===== src/tmc_pkg.sv =====
// Purpose: Constants for the transceiver mode control block
// Assumes: 5-bit register addresses, 8-bit register data
// Notes: Frequencies kept in 100 Hz and 10 Hz units

package tmc_pkg;

    // ------------------------------------------------------------
    // Mode codes
    // ------------------------------------------------------------
    localparam logic [2:0] MODE_SLEEP = 3'h0;
    localparam logic [2:0] MODE_STANDBY = 3'h1;
    localparam logic [2:0] MODE_RX_STEP1 = 3'h2;
    localparam logic [2:0] MODE_RX_STEP2 = 3'h3;
    localparam logic [2:0] MODE_RX = 3'h4;
    localparam logic [2:0] MODE_UNDEF = 3'h5;
    localparam logic [2:0] MODE_TX_STEP = 3'h6;
    localparam logic [2:0] MODE_TX = 3'h7;
    localparam logic [2:0] MODE_RESET = MODE_STANDBY;

    // Enable vector bit positions
    localparam int EN_XOSC = 4;
    localparam int EN_SYNTH = 3;
    localparam int EN_BB = 2;
    localparam int EN_RX = 1;
    localparam int EN_TX = 0;

    // ------------------------------------------------------------
    // Register map
    // ------------------------------------------------------------
    localparam logic [4:0] ADDR_BW_MAP = 5'h13;
    localparam logic [4:0] ADDR_HPF = 5'h16;
    localparam logic [4:0] ADDR_RX_PARAM = 5'h1D;
    localparam logic [4:0] ADDR_STATUS = 5'h1E;
    localparam logic [7:0] REG_RESET = 8'h00;

    localparam int BW_MAP_BIT = 2;
    localparam int HPF_LSB = 3;
    localparam int HPF_MSB = 5;
    localparam int BW_CODE_LSB = 0;
    localparam int BW_CODE_MSB = 1;
    localparam int WBB_BIT = 2;

    // ------------------------------------------------------------
    // Serial frame: start, rw, 5 address bits, 8 data bits
    // ------------------------------------------------------------
    localparam logic [3:0] FRAME_BITS = 4'hF;
    localparam logic [3:0] ADDR_DONE_CNT = 4'h6;
    localparam logic [3:0] LAST_BIT_CNT = 4'hE;

    // ------------------------------------------------------------
    // Bandwidth values in 100 Hz units
    // ------------------------------------------------------------
    localparam logic [11:0] BW_STD_0 = 12'h064;
    localparam logic [11:0] BW_STD_1 = 12'h0C8;
    localparam logic [11:0] BW_STD_2 = 12'h190;
    localparam logic [11:0] BW_STD_3 = 12'h7D0;
    localparam logic [11:0] BW_ALT_0 = 12'h08F;
    localparam logic [11:0] BW_ALT_1 = 12'h11D;
    localparam logic [11:0] BW_ALT_2 = 12'h29B;
    localparam logic [11:0] BW_ALT_3 = 12'h3E8;

    // ------------------------------------------------------------
    // High-pass cut-off values in 10 Hz units
    // ------------------------------------------------------------
    localparam logic [9:0] HPF_0 = 10'h042;
    localparam logic [9:0] HPF_1 = 10'h094;
    localparam logic [9:0] HPF_2 = 10'h0AF;
    localparam logic [9:0] HPF_3 = 10'h0C4;
    localparam logic [9:0] HPF_4 = 10'h0FF;
    localparam logic [9:0] HPF_5 = 10'h14E;
    localparam logic [9:0] HPF_6 = 10'h1FF;
    localparam logic [9:0] HPF_7 = 10'h3FC;

endpackage


===== src/tmc_top.sv =====
// Purpose: Operating-mode control and supplementary configuration
// Assumes: Pins asynchronous to CLK_SYS_I, slow next to 4 ns clock
// Notes: Mode strobe doubles as the serial frame enable
//
// Notes on behaviour
// - Mode inputs only matter while strobe low
// - Mode applied at strobe rising edge
// - 000 sleep all off; 001 oscillator only
// - 100 receive: oscillator, synthesizer, baseband, receiver
// - 111 transmit: oscillator, synthesizer, transmitter
// - 010 enables oscillator and baseband only
// - 011 adds synthesizer to oscillator, baseband
// - 110 enables oscillator and synthesizer only
// - Boost setting zero selects stepped sequence
// - Map bit zero: 10/20/40/200 kHz
// - Map bit one: 14.3/28.5/66.7/100 kHz
// - Cut-off code 000..111: 660 Hz..10.2 kHz
// - Reset to standby; first edge adopts mode

module tmc_top (
    input wire logic CLK_SYS_I,
    input wire logic RST_N_I,
    input wire logic [2:0] MODE_I,
    input wire logic EN_N_I,
    input wire logic SCK_I,
    input wire logic SI_I,
    output logic SO_O,
    output logic SO_OE_O,
    output logic [2:0] MODE_O,
    output logic XOSC_EN_O,
    output logic SYNTH_EN_O,
    output logic BASEBAND_EN_O,
    output logic RX_EN_O,
    output logic TX_EN_O,
    output logic STEPPED_SEQ_O,
    output logic [11:0] BB_BW_O,
    output logic [9:0] HPF_CUTOFF_O
);

    // ------------------------------------------------------------
    // Decode functions
    // ------------------------------------------------------------
    function automatic logic [4:0] mode_enables(input logic [2:0] m);
        logic [4:0] e;
        e = '0;
        case (m)
            tmc_pkg::MODE_SLEEP: begin
                e = '0;
            end
            tmc_pkg::MODE_STANDBY: begin
                e[tmc_pkg::EN_XOSC] = 1'b1;
            end
            tmc_pkg::MODE_RX_STEP1: begin
                e[tmc_pkg::EN_XOSC] = 1'b1;
                e[tmc_pkg::EN_BB] = 1'b1;
            end
            tmc_pkg::MODE_RX_STEP2: begin
                e[tmc_pkg::EN_XOSC] = 1'b1;
                e[tmc_pkg::EN_SYNTH] = 1'b1;
                e[tmc_pkg::EN_BB] = 1'b1;
            end
            tmc_pkg::MODE_RX: begin
                e[tmc_pkg::EN_XOSC] = 1'b1;
                e[tmc_pkg::EN_SYNTH] = 1'b1;
                e[tmc_pkg::EN_BB] = 1'b1;
                e[tmc_pkg::EN_RX] = 1'b1;
            end
            tmc_pkg::MODE_TX_STEP: begin
                e[tmc_pkg::EN_XOSC] = 1'b1;
                e[tmc_pkg::EN_SYNTH] = 1'b1;
            end
            tmc_pkg::MODE_TX: begin
                e[tmc_pkg::EN_XOSC] = 1'b1;
                e[tmc_pkg::EN_SYNTH] = 1'b1;
                e[tmc_pkg::EN_TX] = 1'b1;
            end
            default: begin
                // Undefined code: keep only the oscillator, as in standby
                e[tmc_pkg::EN_XOSC] = 1'b1;
            end
        endcase
        return e;
    endfunction

    function automatic logic [11:0] bw_decode(input logic map_alt, input logic [1:0] code);
        logic [11:0] v;
        v = '0;
        case ({map_alt, code})
            3'h0: v = tmc_pkg::BW_STD_0;
            3'h1: v = tmc_pkg::BW_STD_1;
            3'h2: v = tmc_pkg::BW_STD_2;
            3'h3: v = tmc_pkg::BW_STD_3;
            3'h4: v = tmc_pkg::BW_ALT_0;
            3'h5: v = tmc_pkg::BW_ALT_1;
            3'h6: v = tmc_pkg::BW_ALT_2;
            3'h7: v = tmc_pkg::BW_ALT_3;
            default: v = tmc_pkg::BW_STD_0;
        endcase
        return v;
    endfunction

    function automatic logic [9:0] hpf_decode(input logic [2:0] code);
        logic [9:0] v;
        v = '0;
        case (code)
            3'h0: v = tmc_pkg::HPF_0;
            3'h1: v = tmc_pkg::HPF_1;
            3'h2: v = tmc_pkg::HPF_2;
            3'h3: v = tmc_pkg::HPF_3;
            3'h4: v = tmc_pkg::HPF_4;
            3'h5: v = tmc_pkg::HPF_5;
            3'h6: v = tmc_pkg::HPF_6;
            3'h7: v = tmc_pkg::HPF_7;
            default: v = tmc_pkg::HPF_0;
        endcase
        return v;
    endfunction

    // ------------------------------------------------------------
    // Pin synchronisers
    // ------------------------------------------------------------
    logic [5:0] pins_s;
    logic [2:0] mode_s;
    logic en_n_s;
    logic sck_s;
    logic si_s;

    // Strobe idles high after reset so no false edge is seen
    tmc_sync #(.W(6)) u_sync (
        .clk_i(CLK_SYS_I),
        .rst_n_i(RST_N_I),
        .d_i({MODE_I, EN_N_I, SCK_I, SI_I}),
        .rst_val_i(6'h04),
        .q_o(pins_s)
    );

    assign mode_s = pins_s[5:3];
    assign en_n_s = pins_s[2];
    assign sck_s = pins_s[1];
    assign si_s = pins_s[0];

    logic en_n_d_ff;
    logic sck_d_ff;
    logic en_rise;
    logic sck_rise;
    logic sck_fall;

    always_ff @(posedge CLK_SYS_I or negedge RST_N_I) begin
        if (!RST_N_I) begin
            en_n_d_ff <= 1'b1;
            sck_d_ff <= 1'b0;
        end else begin
            en_n_d_ff <= en_n_s;
            sck_d_ff <= sck_s;
        end
    end

    assign en_rise = en_n_s & ~en_n_d_ff;
    assign sck_rise = sck_s & ~sck_d_ff & ~en_n_s;
    assign sck_fall = ~sck_s & sck_d_ff & ~en_n_s;

    // ------------------------------------------------------------
    // Mode latch
    // ------------------------------------------------------------
    logic [2:0] mode_ff;
    logic [4:0] enables_ff;

    // Mode pins are sampled only on the strobe's rising edge
    always_ff @(posedge CLK_SYS_I or negedge RST_N_I) begin
        if (!RST_N_I) begin
            mode_ff <= tmc_pkg::MODE_RESET;
            enables_ff <= 5'h10;
        end else if (en_rise) begin
            mode_ff <= mode_s;
            enables_ff <= mode_enables(mode_s);
        end
    end

    // ------------------------------------------------------------
    // Serial register port
    // ------------------------------------------------------------
    logic [3:0] bit_cnt_ff;
    logic [13:0] shift_ff;
    logic [7:0] bw_map_ff;
    logic [7:0] hpf_ff;
    logic [7:0] rx_param_ff;
    logic [7:0] rd_shift_ff;
    logic rd_active_ff;
    logic so_ff;
    logic so_oe_ff;
    logic [14:0] frame;
    logic [4:0] rd_addr;
    logic wr_hit;
    logic rd_hit;

    assign frame = {shift_ff, si_s};
    assign rd_addr = frame[4:0];
    assign wr_hit = sck_rise && (bit_cnt_ff == tmc_pkg::LAST_BIT_CNT) && !frame[14] && !frame[13];
    assign rd_hit = sck_rise && (bit_cnt_ff == tmc_pkg::ADDR_DONE_CNT) && !frame[6] && frame[5];

    function automatic logic [7:0] read_mux(input logic [4:0] a, input logic [7:0] bw,
                                            input logic [7:0] hp, input logic [7:0] rp,
                                            input logic [2:0] m);
        logic [7:0] d;
        d = '0;
        case (a)
            tmc_pkg::ADDR_BW_MAP: d = bw;
            tmc_pkg::ADDR_HPF: d = hp;
            tmc_pkg::ADDR_RX_PARAM: d = rp;
            tmc_pkg::ADDR_STATUS: d = {5'h00, m};
            default: d = '0;
        endcase
        return d;
    endfunction

    always_ff @(posedge CLK_SYS_I or negedge RST_N_I) begin
        if (!RST_N_I) begin
            bit_cnt_ff <= '0;
            shift_ff <= '0;
        end else if (en_n_s) begin
            bit_cnt_ff <= '0;
            shift_ff <= '0;
        end else if (sck_rise && bit_cnt_ff != tmc_pkg::FRAME_BITS) begin
            bit_cnt_ff <= bit_cnt_ff + 4'h1;
            shift_ff <= frame[13:0];
        end
    end

    // Writes commit on the last data bit, before the strobe rises
    always_ff @(posedge CLK_SYS_I or negedge RST_N_I) begin
        if (!RST_N_I) begin
            bw_map_ff <= tmc_pkg::REG_RESET;
            hpf_ff <= tmc_pkg::REG_RESET;
            rx_param_ff <= tmc_pkg::REG_RESET;
        end else if (wr_hit) begin
            case (frame[12:8])
                tmc_pkg::ADDR_BW_MAP: bw_map_ff <= frame[7:0];
                tmc_pkg::ADDR_HPF: hpf_ff <= frame[7:0];
                tmc_pkg::ADDR_RX_PARAM: rx_param_ff <= frame[7:0];
                default: begin
                end
            endcase
        end
    end

    // Read data leaves on falling clock, MSB first
    always_ff @(posedge CLK_SYS_I or negedge RST_N_I) begin
        if (!RST_N_I) begin
            rd_shift_ff <= '0;
            rd_active_ff <= 1'b0;
            so_ff <= 1'b0;
            so_oe_ff <= 1'b0;
        end else if (en_n_s) begin
            rd_active_ff <= 1'b0;
            so_ff <= 1'b0;
            so_oe_ff <= 1'b0;
        end else if (rd_hit) begin
            rd_shift_ff <= read_mux(rd_addr, bw_map_ff, hpf_ff, rx_param_ff, mode_ff);
            rd_active_ff <= 1'b1;
        end else if (sck_fall && rd_active_ff) begin
            so_ff <= rd_shift_ff[7];
            so_oe_ff <= 1'b1;
            rd_shift_ff <= {rd_shift_ff[6:0], 1'b0};
        end
    end

    // ------------------------------------------------------------
    // Decoded configuration outputs
    // ------------------------------------------------------------
    logic [11:0] bb_bw_ff;
    logic [9:0] hpf_cut_ff;
    logic stepped_ff;

    always_ff @(posedge CLK_SYS_I or negedge RST_N_I) begin
        if (!RST_N_I) begin
            bb_bw_ff <= tmc_pkg::BW_STD_0;
            hpf_cut_ff <= tmc_pkg::HPF_0;
            stepped_ff <= 1'b1;
        end else begin
            bb_bw_ff <= bw_decode(bw_map_ff[tmc_pkg::BW_MAP_BIT],
                                  rx_param_ff[tmc_pkg::BW_CODE_MSB:tmc_pkg::BW_CODE_LSB]);
            hpf_cut_ff <= hpf_decode(hpf_ff[tmc_pkg::HPF_MSB:tmc_pkg::HPF_LSB]);
            stepped_ff <= ~rx_param_ff[tmc_pkg::WBB_BIT];
        end
    end

    // ------------------------------------------------------------
    // Outputs
    // ------------------------------------------------------------
    assign SO_O = so_ff;
    assign SO_OE_O = so_oe_ff;
    assign MODE_O = mode_ff;
    assign XOSC_EN_O = enables_ff[tmc_pkg::EN_XOSC];
    assign SYNTH_EN_O = enables_ff[tmc_pkg::EN_SYNTH];
    assign BASEBAND_EN_O = enables_ff[tmc_pkg::EN_BB];
    assign RX_EN_O = enables_ff[tmc_pkg::EN_RX];
    assign TX_EN_O = enables_ff[tmc_pkg::EN_TX];
    assign STEPPED_SEQ_O = stepped_ff;
    assign BB_BW_O = bb_bw_ff;
    assign HPF_CUTOFF_O = hpf_cut_ff;

endmodule


===== src/tmc_sync.sv =====
// Purpose: Two-flop synchroniser for pin inputs
// Assumes: Inputs asynchronous to CLK
// Notes: Only the second stage is visible outside

module tmc_sync #(
    parameter int W = 1
) (
    input wire logic clk_i,
    input wire logic rst_n_i,
    input wire logic [W-1:0] d_i,
    input wire logic [W-1:0] rst_val_i,
    output logic [W-1:0] q_o
);

    logic [W-1:0] meta_ff;
    logic [W-1:0] sync_ff;

    // Idle value shown until the chain holds real pin samples
    logic primed_ff;

    always_ff @(posedge clk_i or negedge rst_n_i) begin
        if (!rst_n_i) begin
            meta_ff <= '0;
            sync_ff <= '0;
            primed_ff <= 1'b0;
        end else begin
            meta_ff <= d_i;
            primed_ff <= 1'b1;
            sync_ff <= primed_ff ? meta_ff : rst_val_i;
        end
    end

    // Idle value also during reset, so no false strobe edge follows it
    assign q_o = primed_ff ? sync_ff : rst_val_i;

endmodule


===== config.mk =====
export PLATFORM = sky130hd
export DESIGN_NAME = tmc_top
export DESIGN_NICKNAME = d
export VERILOG_FILES = /design/src/tmc_pkg.sv /design/src/tmc_top.sv /design/src/tmc_sync.sv
export SDC_FILE = /design/constraint.sdc
export NUM_CORES = 1
export LEC_CHECK = 0
export BUFFER_PORTS_ARGS = -buffer_cell sky130_fd_sc_hd__buf_4
export CELL_PAD_IN_SITES_DETAIL_PLACEMENT = 1
export CELL_PAD_IN_SITES_GLOBAL_PLACEMENT = 2
export CORE_ASPECT_RATIO = 0.75
export CORE_MARGIN = 1.5
export CORE_UTILIZATION = 39
export DETAILED_ROUTE_END_ITERATION = 16
export PLACE_DENSITY_LB_ADDON = 0.1
export REMOVE_ABC_BUFFERS = 1
export SETUP_SLACK_MARGIN = 0.05
export SYNTH_ARGS = -nofsm -noshare
export SYNTH_HDL_FRONTEND = slang
export SYNTH_SLANG_ARGS = --single-unit
export TNS_END_PERCENT = 30

===== constraint.sdc =====
create_clock -name CLK_SYS_I -period 2.5 [get_ports CLK_SYS_I]
set_clock_uncertainty 0.05 [all_clocks]
set_input_delay 0.5 -clock CLK_SYS_I [delete_from_list [all_inputs] [get_ports CLK_SYS_I]]
set_output_delay 0.5 -clock CLK_SYS_I [all_outputs]
set_load 0.01 [all_outputs]

==> flow_summary.yaml, run 1 <==
run_status:
  outcome: "completed"
synth:
  syn_avg_cell_area_um2: 11.3
  syn_area_um2: 4170
  synthXorXnorAreaFrac_pct: 0.210
  ys_types: 47
  synth_area_leader_cell: "dfrtp_1"
  ys_ff_latch: 98
  synthMuxAreaShare_pct: 7.89
  synth_edf_count: 0
  syn_inst: 368
  ys_warn_count: 0
  synth_top_family_by_area: "simple AND/OR/NAND/NOR gates"
  synth-compound-area-share_pct: 8.04
  yosysSeqAreaShare_pct: 59.0
  synthAdderAreaFrac_pct: 3.60
  synth_top_flop_cell: "dfrtp_1"
  async_flop_share_pct: 100
  synth_top_area_share_pct: 53.4
  synth-simple-area-share_pct: 17.8
  synth_area_leaders: "dfrtp_1, mux2_2, dfstp_2"
  synth_common_cells: "dfrtp_1, nand2_1, o21ai_0"
  synth_most_common_cell: "dfrtp_1"
clock_tree:
  postCtsSetupBuffers: 0
  cts_tree: "done"
  clk_pin_slew_ns: 0.07
  htreeDepth: 3
  cts-root-buf: "clkbuf_16"
  post_cts_resized: 0
  insertion_delay_ns: 0.34
  ctsHoldBuffers: 0
  numClockSinks: 98
  cts_buffers: 9
  clock_path_buffers: 2
sta:
  drv_slew: 0
  max_freq_mhz: 452
  worst_slew_pin_slew_ns: 0.766
  max_slew_margin_pct: 47.6
  setup_slack_ns: 0.289
  post-route-period-util_pct: 88.5
  rsz0062_at_grt: "false"
  setup_tns_ns: 0
  fin_crit_ns: 2.21
  setup_viol: 0
  hold_viol_final: 0
pwr:
  p_int_uw: 2770
  clockPowerShare_pct: 49.4
  vdd_drop_max_mv: 0.468
  p_per_area_nw_per_um2: 687
  swShare_pct: 19.8
  p_sw_uw: 682
  pwr-share-seq_pct: 47.3
  p_leak_uw: 0.00230
  combPwrFrac_pct: 3.4
place:
  port_buffers: 39
  place_congestion: 0.765
  post-place-ws_ns: 0.294
  hpwl_mm: 6.34
grt:
  gr-total-overflow: 0
  grt_max_degree: 47
  grt_pass1_wl_mm: 15.2
  antenna_found_initial: 0
  grt_util_all_layers_pct: 17.6
  grt_pass1_vias: 2818
route:
  ant_nets: 0
  drtPass1Iterations: 5
  drcViolationCount: 0
  vias: 2786
  drt-initial-drc-count: 163
  finalWirelength_mm: 9.19
  vias_per_cell: 5.06
  avgRoutedWirePerCell_um: 16.7
worst_setup_path:
  startpoint_type: "flip-flop"
  worst_ep_required_time_ns: 2.67
  worstPathMaxFanout: 8
  cp.arrival_ns: 2.38
  end_kind: "flip-flop"
  critPathKind: "reg2reg"
die:
  io_pins: 41
  die_w_um: 122
  initial_core_util_pct: 40.4
  rows: 32
  die_h_um: 92.6
  dieArea_um2: 11300
  core_area_um2: 10300
cells_and_area:
  syn2layout_area_growth_pct: 20.2
  post-route-util_pct: 48.6
  fin_nets: 430
  drive_gt1_share_pct: 25.1
  fillers: 1116
  antennaDiodeCount: 0
run:
  maxCapViolCount: 0
hold_path:
  hold_class: "in2async"
-- through the flow --
step                      hold slack, ns  area, um^2  total power, uW  instances
final                             0.0719        5020             3450        551
after global routing              0.0945        5020             3580        551
after CTS                         0.0886        5020             3510        551
after detailed placement           0.360        4640             1780        535
after global placement             0.352        4640             1780        535
after floorplan                    0.154        4100             1700        351
-- sequential cells by signal, indices dropped and copies added (netlist names), 3 cells and up --
| register | cells |
|---|---|
| u_sync.sync_ff | 6 |
| hpf_ff | 8 |
| u_sync.meta_ff | 6 |
| rd_shift_ff | 8 |
| bw_map_ff | 8 |
| MODE_O | 3 |
| shift_ff | 14 |
| rx_param_ff | 8 |
| BB_BW_O | 11 |
| bit_cnt_ff | 4 |
| enables_ff | 5 |
| HPF_CUTOFF_O | 10 |
-- power groups by stage --
stage	Sequential [uW]	Clock [uW]	Combinational, uW
after floorplan	1660	0	31.9
after global placement	1660	0	118
after detailed placement	1660	0	120
after CTS	1630	1750	120
after global routing	1630	1820	132
final	1630	1700	116
-- layout make-up --
| type | instances | area [um^2] | area share (%) |
|---|---|---|---|
| sequential | 98 | 2460 | 49.1 |
| timing repair buffer | 48 | 373 | 7.43 |
| inverter | 16 | 60.1 | 1.20 |
| multi-input combinational | 237 | 1580 | 31.4 |
| clock inverter | 6 | 136 | 2.72 |
| tap | 136 | 170 | 3.39 |
| clock buffer | 10 | 239 | 4.76 |
-- critical path, cell delays in order, from the launching register on --
cell and delay, ns:
dfrtp_1 0.41, inv_1 0.09, ha_1 0.14, and2_0 0.26, nand4_4 0.17, nor4b_4 0.58
mux2_2 0.41
-- cell usage in the layout (no fill, tap or decap), types with 2 or more instances in the layout --
master and count:
nand3b_1 3, o21ai_0 30, dfstp_2 9, nand3_1 7
buf_4 47, a31oi_1 4, a2111oi_0 3, bufinv_16 4
nand2_1 61, nand4b_1 2, nand4_1 2, mux2_2 23
ha_1 12, o211ai_1 3, or2_2 3, and2_1 9
nor3_1 12, and3_1 2, a21oi_1 3, clkbuf_16 9
mux2i_1 7, nor2b_1 3, nand2b_1 5, conb_1 2
nor4bb_1 2, a222oi_1 4, nor4b_1 6, inv_1 16
nor2_1 12, dfrtp_1 89
-- cells by family after synthesis --
family                     count (synthesis)
AOI/OAI and AO/OA                         54
xor gates and xnor gates                   1
adders and majority gates                 12
buffers and inverters                     33
DFF                                       98
muxes                                     30
other                                      2
and+or+nand+nor                          138
-- layer usage --
layer / up-vias / wire length, um / track usage, %
li1: 1345 / - / -
met1: 1381 / 4900 / 27.1
met2: 53 / 3850 / 24.7
met3: 7 / 353 / 4.25
met4: 0 / 85 / 4.65
met5: - / 0 / 0
-- final timing paths --
kind                                       startpoint                     endpoint  slack [ns]  cells past startpoint
max                         bit_cnt_ff[0]$_DFFE_PN0P_     bw_map_ff[2]$_DFFE_PN0P_        0.29                      6
min                                           RST_N_I    HPF_CUTOFF_O[2]$_DFF_PN0_        0.07                      1
max reg2reg                 bit_cnt_ff[0]$_DFFE_PN0P_     bw_map_ff[2]$_DFFE_PN0P_        0.29                      6
min reg2reg                rx_param_ff[2]$_DFFE_PN0P_      STEPPED_SEQ_O$_DFF_PN1_        0.36                      1
max in group asynchronous                     RST_N_I          en_n_d_ff$_DFF_PN1_        1.63                      2
min in group CLK_SYS_I                      MODE_I[0]  u_sync.meta_ff[3]$_DFF_PN0_        0.22                      1
(Power assumes the default switching activity.)
==> run 2, diff against run 1 <==
--- a/config.mk
+++ b/config.mk
@@ -9,10 +9,10 @@
 export CELL_PAD_IN_SITES_DETAIL_PLACEMENT = 1
 export CELL_PAD_IN_SITES_GLOBAL_PLACEMENT = 2
 export CORE_ASPECT_RATIO = 0.75
-export CORE_MARGIN = 1.5
 export CORE_UTILIZATION = 39
 export DETAILED_ROUTE_END_ITERATION = 16
 export PLACE_DENSITY_LB_ADDON = 0.1
+export RECOVER_POWER = 25
 export REMOVE_ABC_BUFFERS = 1
 export SETUP_SLACK_MARGIN = 0.05
 export SYNTH_ARGS = -nofsm -noshare
==> run 2 against run 1 <==
The run now ends with max-capacitance violations, max-slew violations left; count of clock-buffer cells in the layout increased by 1; non-clock buffer count increased by 2; die area decreased by 1.9%; worst setup slack improved by 0.0046 ns; core utilization decreased by 0.59 points; global-route usage increased by 1.3 points; largest power group is now registers.
==> flow_summary.yaml, run 2 (synthesis results as in run 1) <==
clock_tree:
  htreeDepth: 3
  clock_path_buffers: 2
  post_cts_resized: 0
  insertion_delay_ns: 0.35
  cts-root-buf: "clkbuf_16"
  clk_pin_slew_ns: 0.07
  cts_tree: "done"
  ctsHoldBuffers: 0
  postCtsSetupBuffers: 0
  numClockSinks: 98
  cts_buffers: 9
place:
  port_buffers: 39
  hpwl_mm: 6.46
  place_inst: 537
  place_congestion: 0.789
pwr:
  p_per_area_nw_per_um2: 636
  p_sw_uw: 686
  clockPowerShare_pct: 44.6
  vdd_drop_max_mv: 0.315
  swShare_pct: 21.8
  pwr-share-seq_pct: 51.8
  p_leak_uw: 0.00228
  p_int_uw: 2470
  combPwrFrac_pct: 3.7
cells_and_area:
  syn2layout_area_growth_pct: 18.8
  drive_gt1_share_pct: 24.9
  largest_reg_flops: 14
  final_cell_mix: "dfrtp_1, nand2_1, buf_4, o21ai_0, mux2_2"
  fin_nets: 432
  max_flop_register: "shift_ff"
  final_common_cell: "dfrtp_1"
  fillers: 1099
  stdcell_count: 553
  antennaDiodeCount: 0
grt:
  grt_pass1_vias: 2898
  grt_max_degree: 39
  grt_pass1_wl_mm: 15.8
  grt_util_all_layers_pct: 18.9
  antenna_found_initial: 0
  gr-total-overflow: 0
worst_setup_path:
  critPathKind: "reg2reg"
  worstPathMaxFanout: 8
  crit_path_top_delay_cell: "nor4b_4"
  end_kind: "flip-flop"
  path_cells: "inv_1 > ha_1 > and2_0 > nand4_4 > nor4b_4 > mux2_2"
  startpoint_type: "flip-flop"
  rrSetupSlack_ns: 0.29
  cp.arrival_ns: 2.39
  critical_path.max_stage_delay_ns: 0.56
  worst_ep_required_time_ns: 2.68
die:
  die_w_um: 121
  die_h_um: 91.6
  io_pins: 41
  rows: 32
  core_area_um2: 10300
  initial_core_util_pct: 40.4
  dieArea_um2: 11100
sta:
  max_slew_margin_pct: -7.23
  worst_slew_pin_slew_ns: 1.61
  rsz0062_at_grt: "false"
  setup_tns_ns: 0
  post-route-period-util_pct: 88.3
  fin_crit_ns: 2.21
  setup_viol: 0
  max_freq_mhz: 453
  hold_viol_final: 0
  holdWs_ns: 0.230
  drv_slew: 29
route:
  drtPass1Iterations: 4
  vias_per_cell: 5.07
  drt-initial-drc-count: 138
  vias: 2805
  ant_nets: 0
  avgRoutedWirePerCell_um: 16.6
  finalWirelength_mm: 9.21
  drcViolationCount: 0
run:
  maxCapViolCount: 1
hold_path:
  hold_class: "in2reg"
run_status:
  outcome: "complete, but fails checks"
  violations: "max-capacitance violations, max-slew violations"
-- run 2: worst paths after layout --
path / depth (start not counted) / endpoint / start
max reg2reg: 6 / bw_map_ff[0]$_DFFE_PN0P_ / bit_cnt_ff[0]$_DFFE_PN0P_
max: 6 / bw_map_ff[0]$_DFFE_PN0P_ / bit_cnt_ff[0]$_DFFE_PN0P_
min in group asynchronous: 1 / HPF_CUTOFF_O[5]$_DFF_PN0_ / RST_N_I
min reg2reg: 1 / STEPPED_SEQ_O$_DFF_PN1_ / rx_param_ff[2]$_DFFE_PN0P_
max in group asynchronous: 2 / BB_BW_O[6]$_DFF_PN1_ / RST_N_I
min: 1 / u_sync.meta_ff[1]$_DFF_PN0_ / SCK_I
-- run 2: worst max-delay path: cells and delay by family, from the launching register on --
family,cells,cell delay (ns)
and+or+nand+nor,3,1.02
adders and majority gates,1,0.13
muxes,1,0.40
buffers and inverters,1,0.08
DFF,1,0.41
-- run 2: metrics by stage --
stage	util, %	worst slack [ns]	cell area, um^2	total power (uW)
finish	48.0	0.293	4960	3150
floorplan	-	0.0172	4100	1700
detailed placement	45.1	0.264	4660	1780
global placement	45.1	0.360	4660	1780
CTS	48.0	0.250	4960	3200
global route	48.0	0.125	4960	3280
-- run 2: area by class of cell --
type	count	area (um^2)	area share, %
flip-flops and latches	98	2460	49.7
multi-input cells	237	1580	31.8
repair buffers	50	384	7.75
clock buffers	11	243	4.90
well taps	136	170	3.43
clock inverters	5	60.1	1.21
inverters	16	60.1	1.21
-- run 2: metal layers --
metal | vias to the layer above | routed length (um) | track usage [%]
met1 | 1408 | 4750 | 27.2
met4 | 0 | 74 | 5.56
met3 | 6 | 310 | 5.09
li1 | 1354 | - | -
met2 | 37 | 4070 | 27.7
met5 | - | 0 | 0
-- run 2: power groups by stage --
stage	clock, uW	combinational, uW	sequential, uW
after CTS	1450	120	1630
after detailed placement	0	119	1660
after floorplan	0	31.9	1660
after global routing	1510	132	1630
final	1410	115	1630
after global placement	0	118	1660
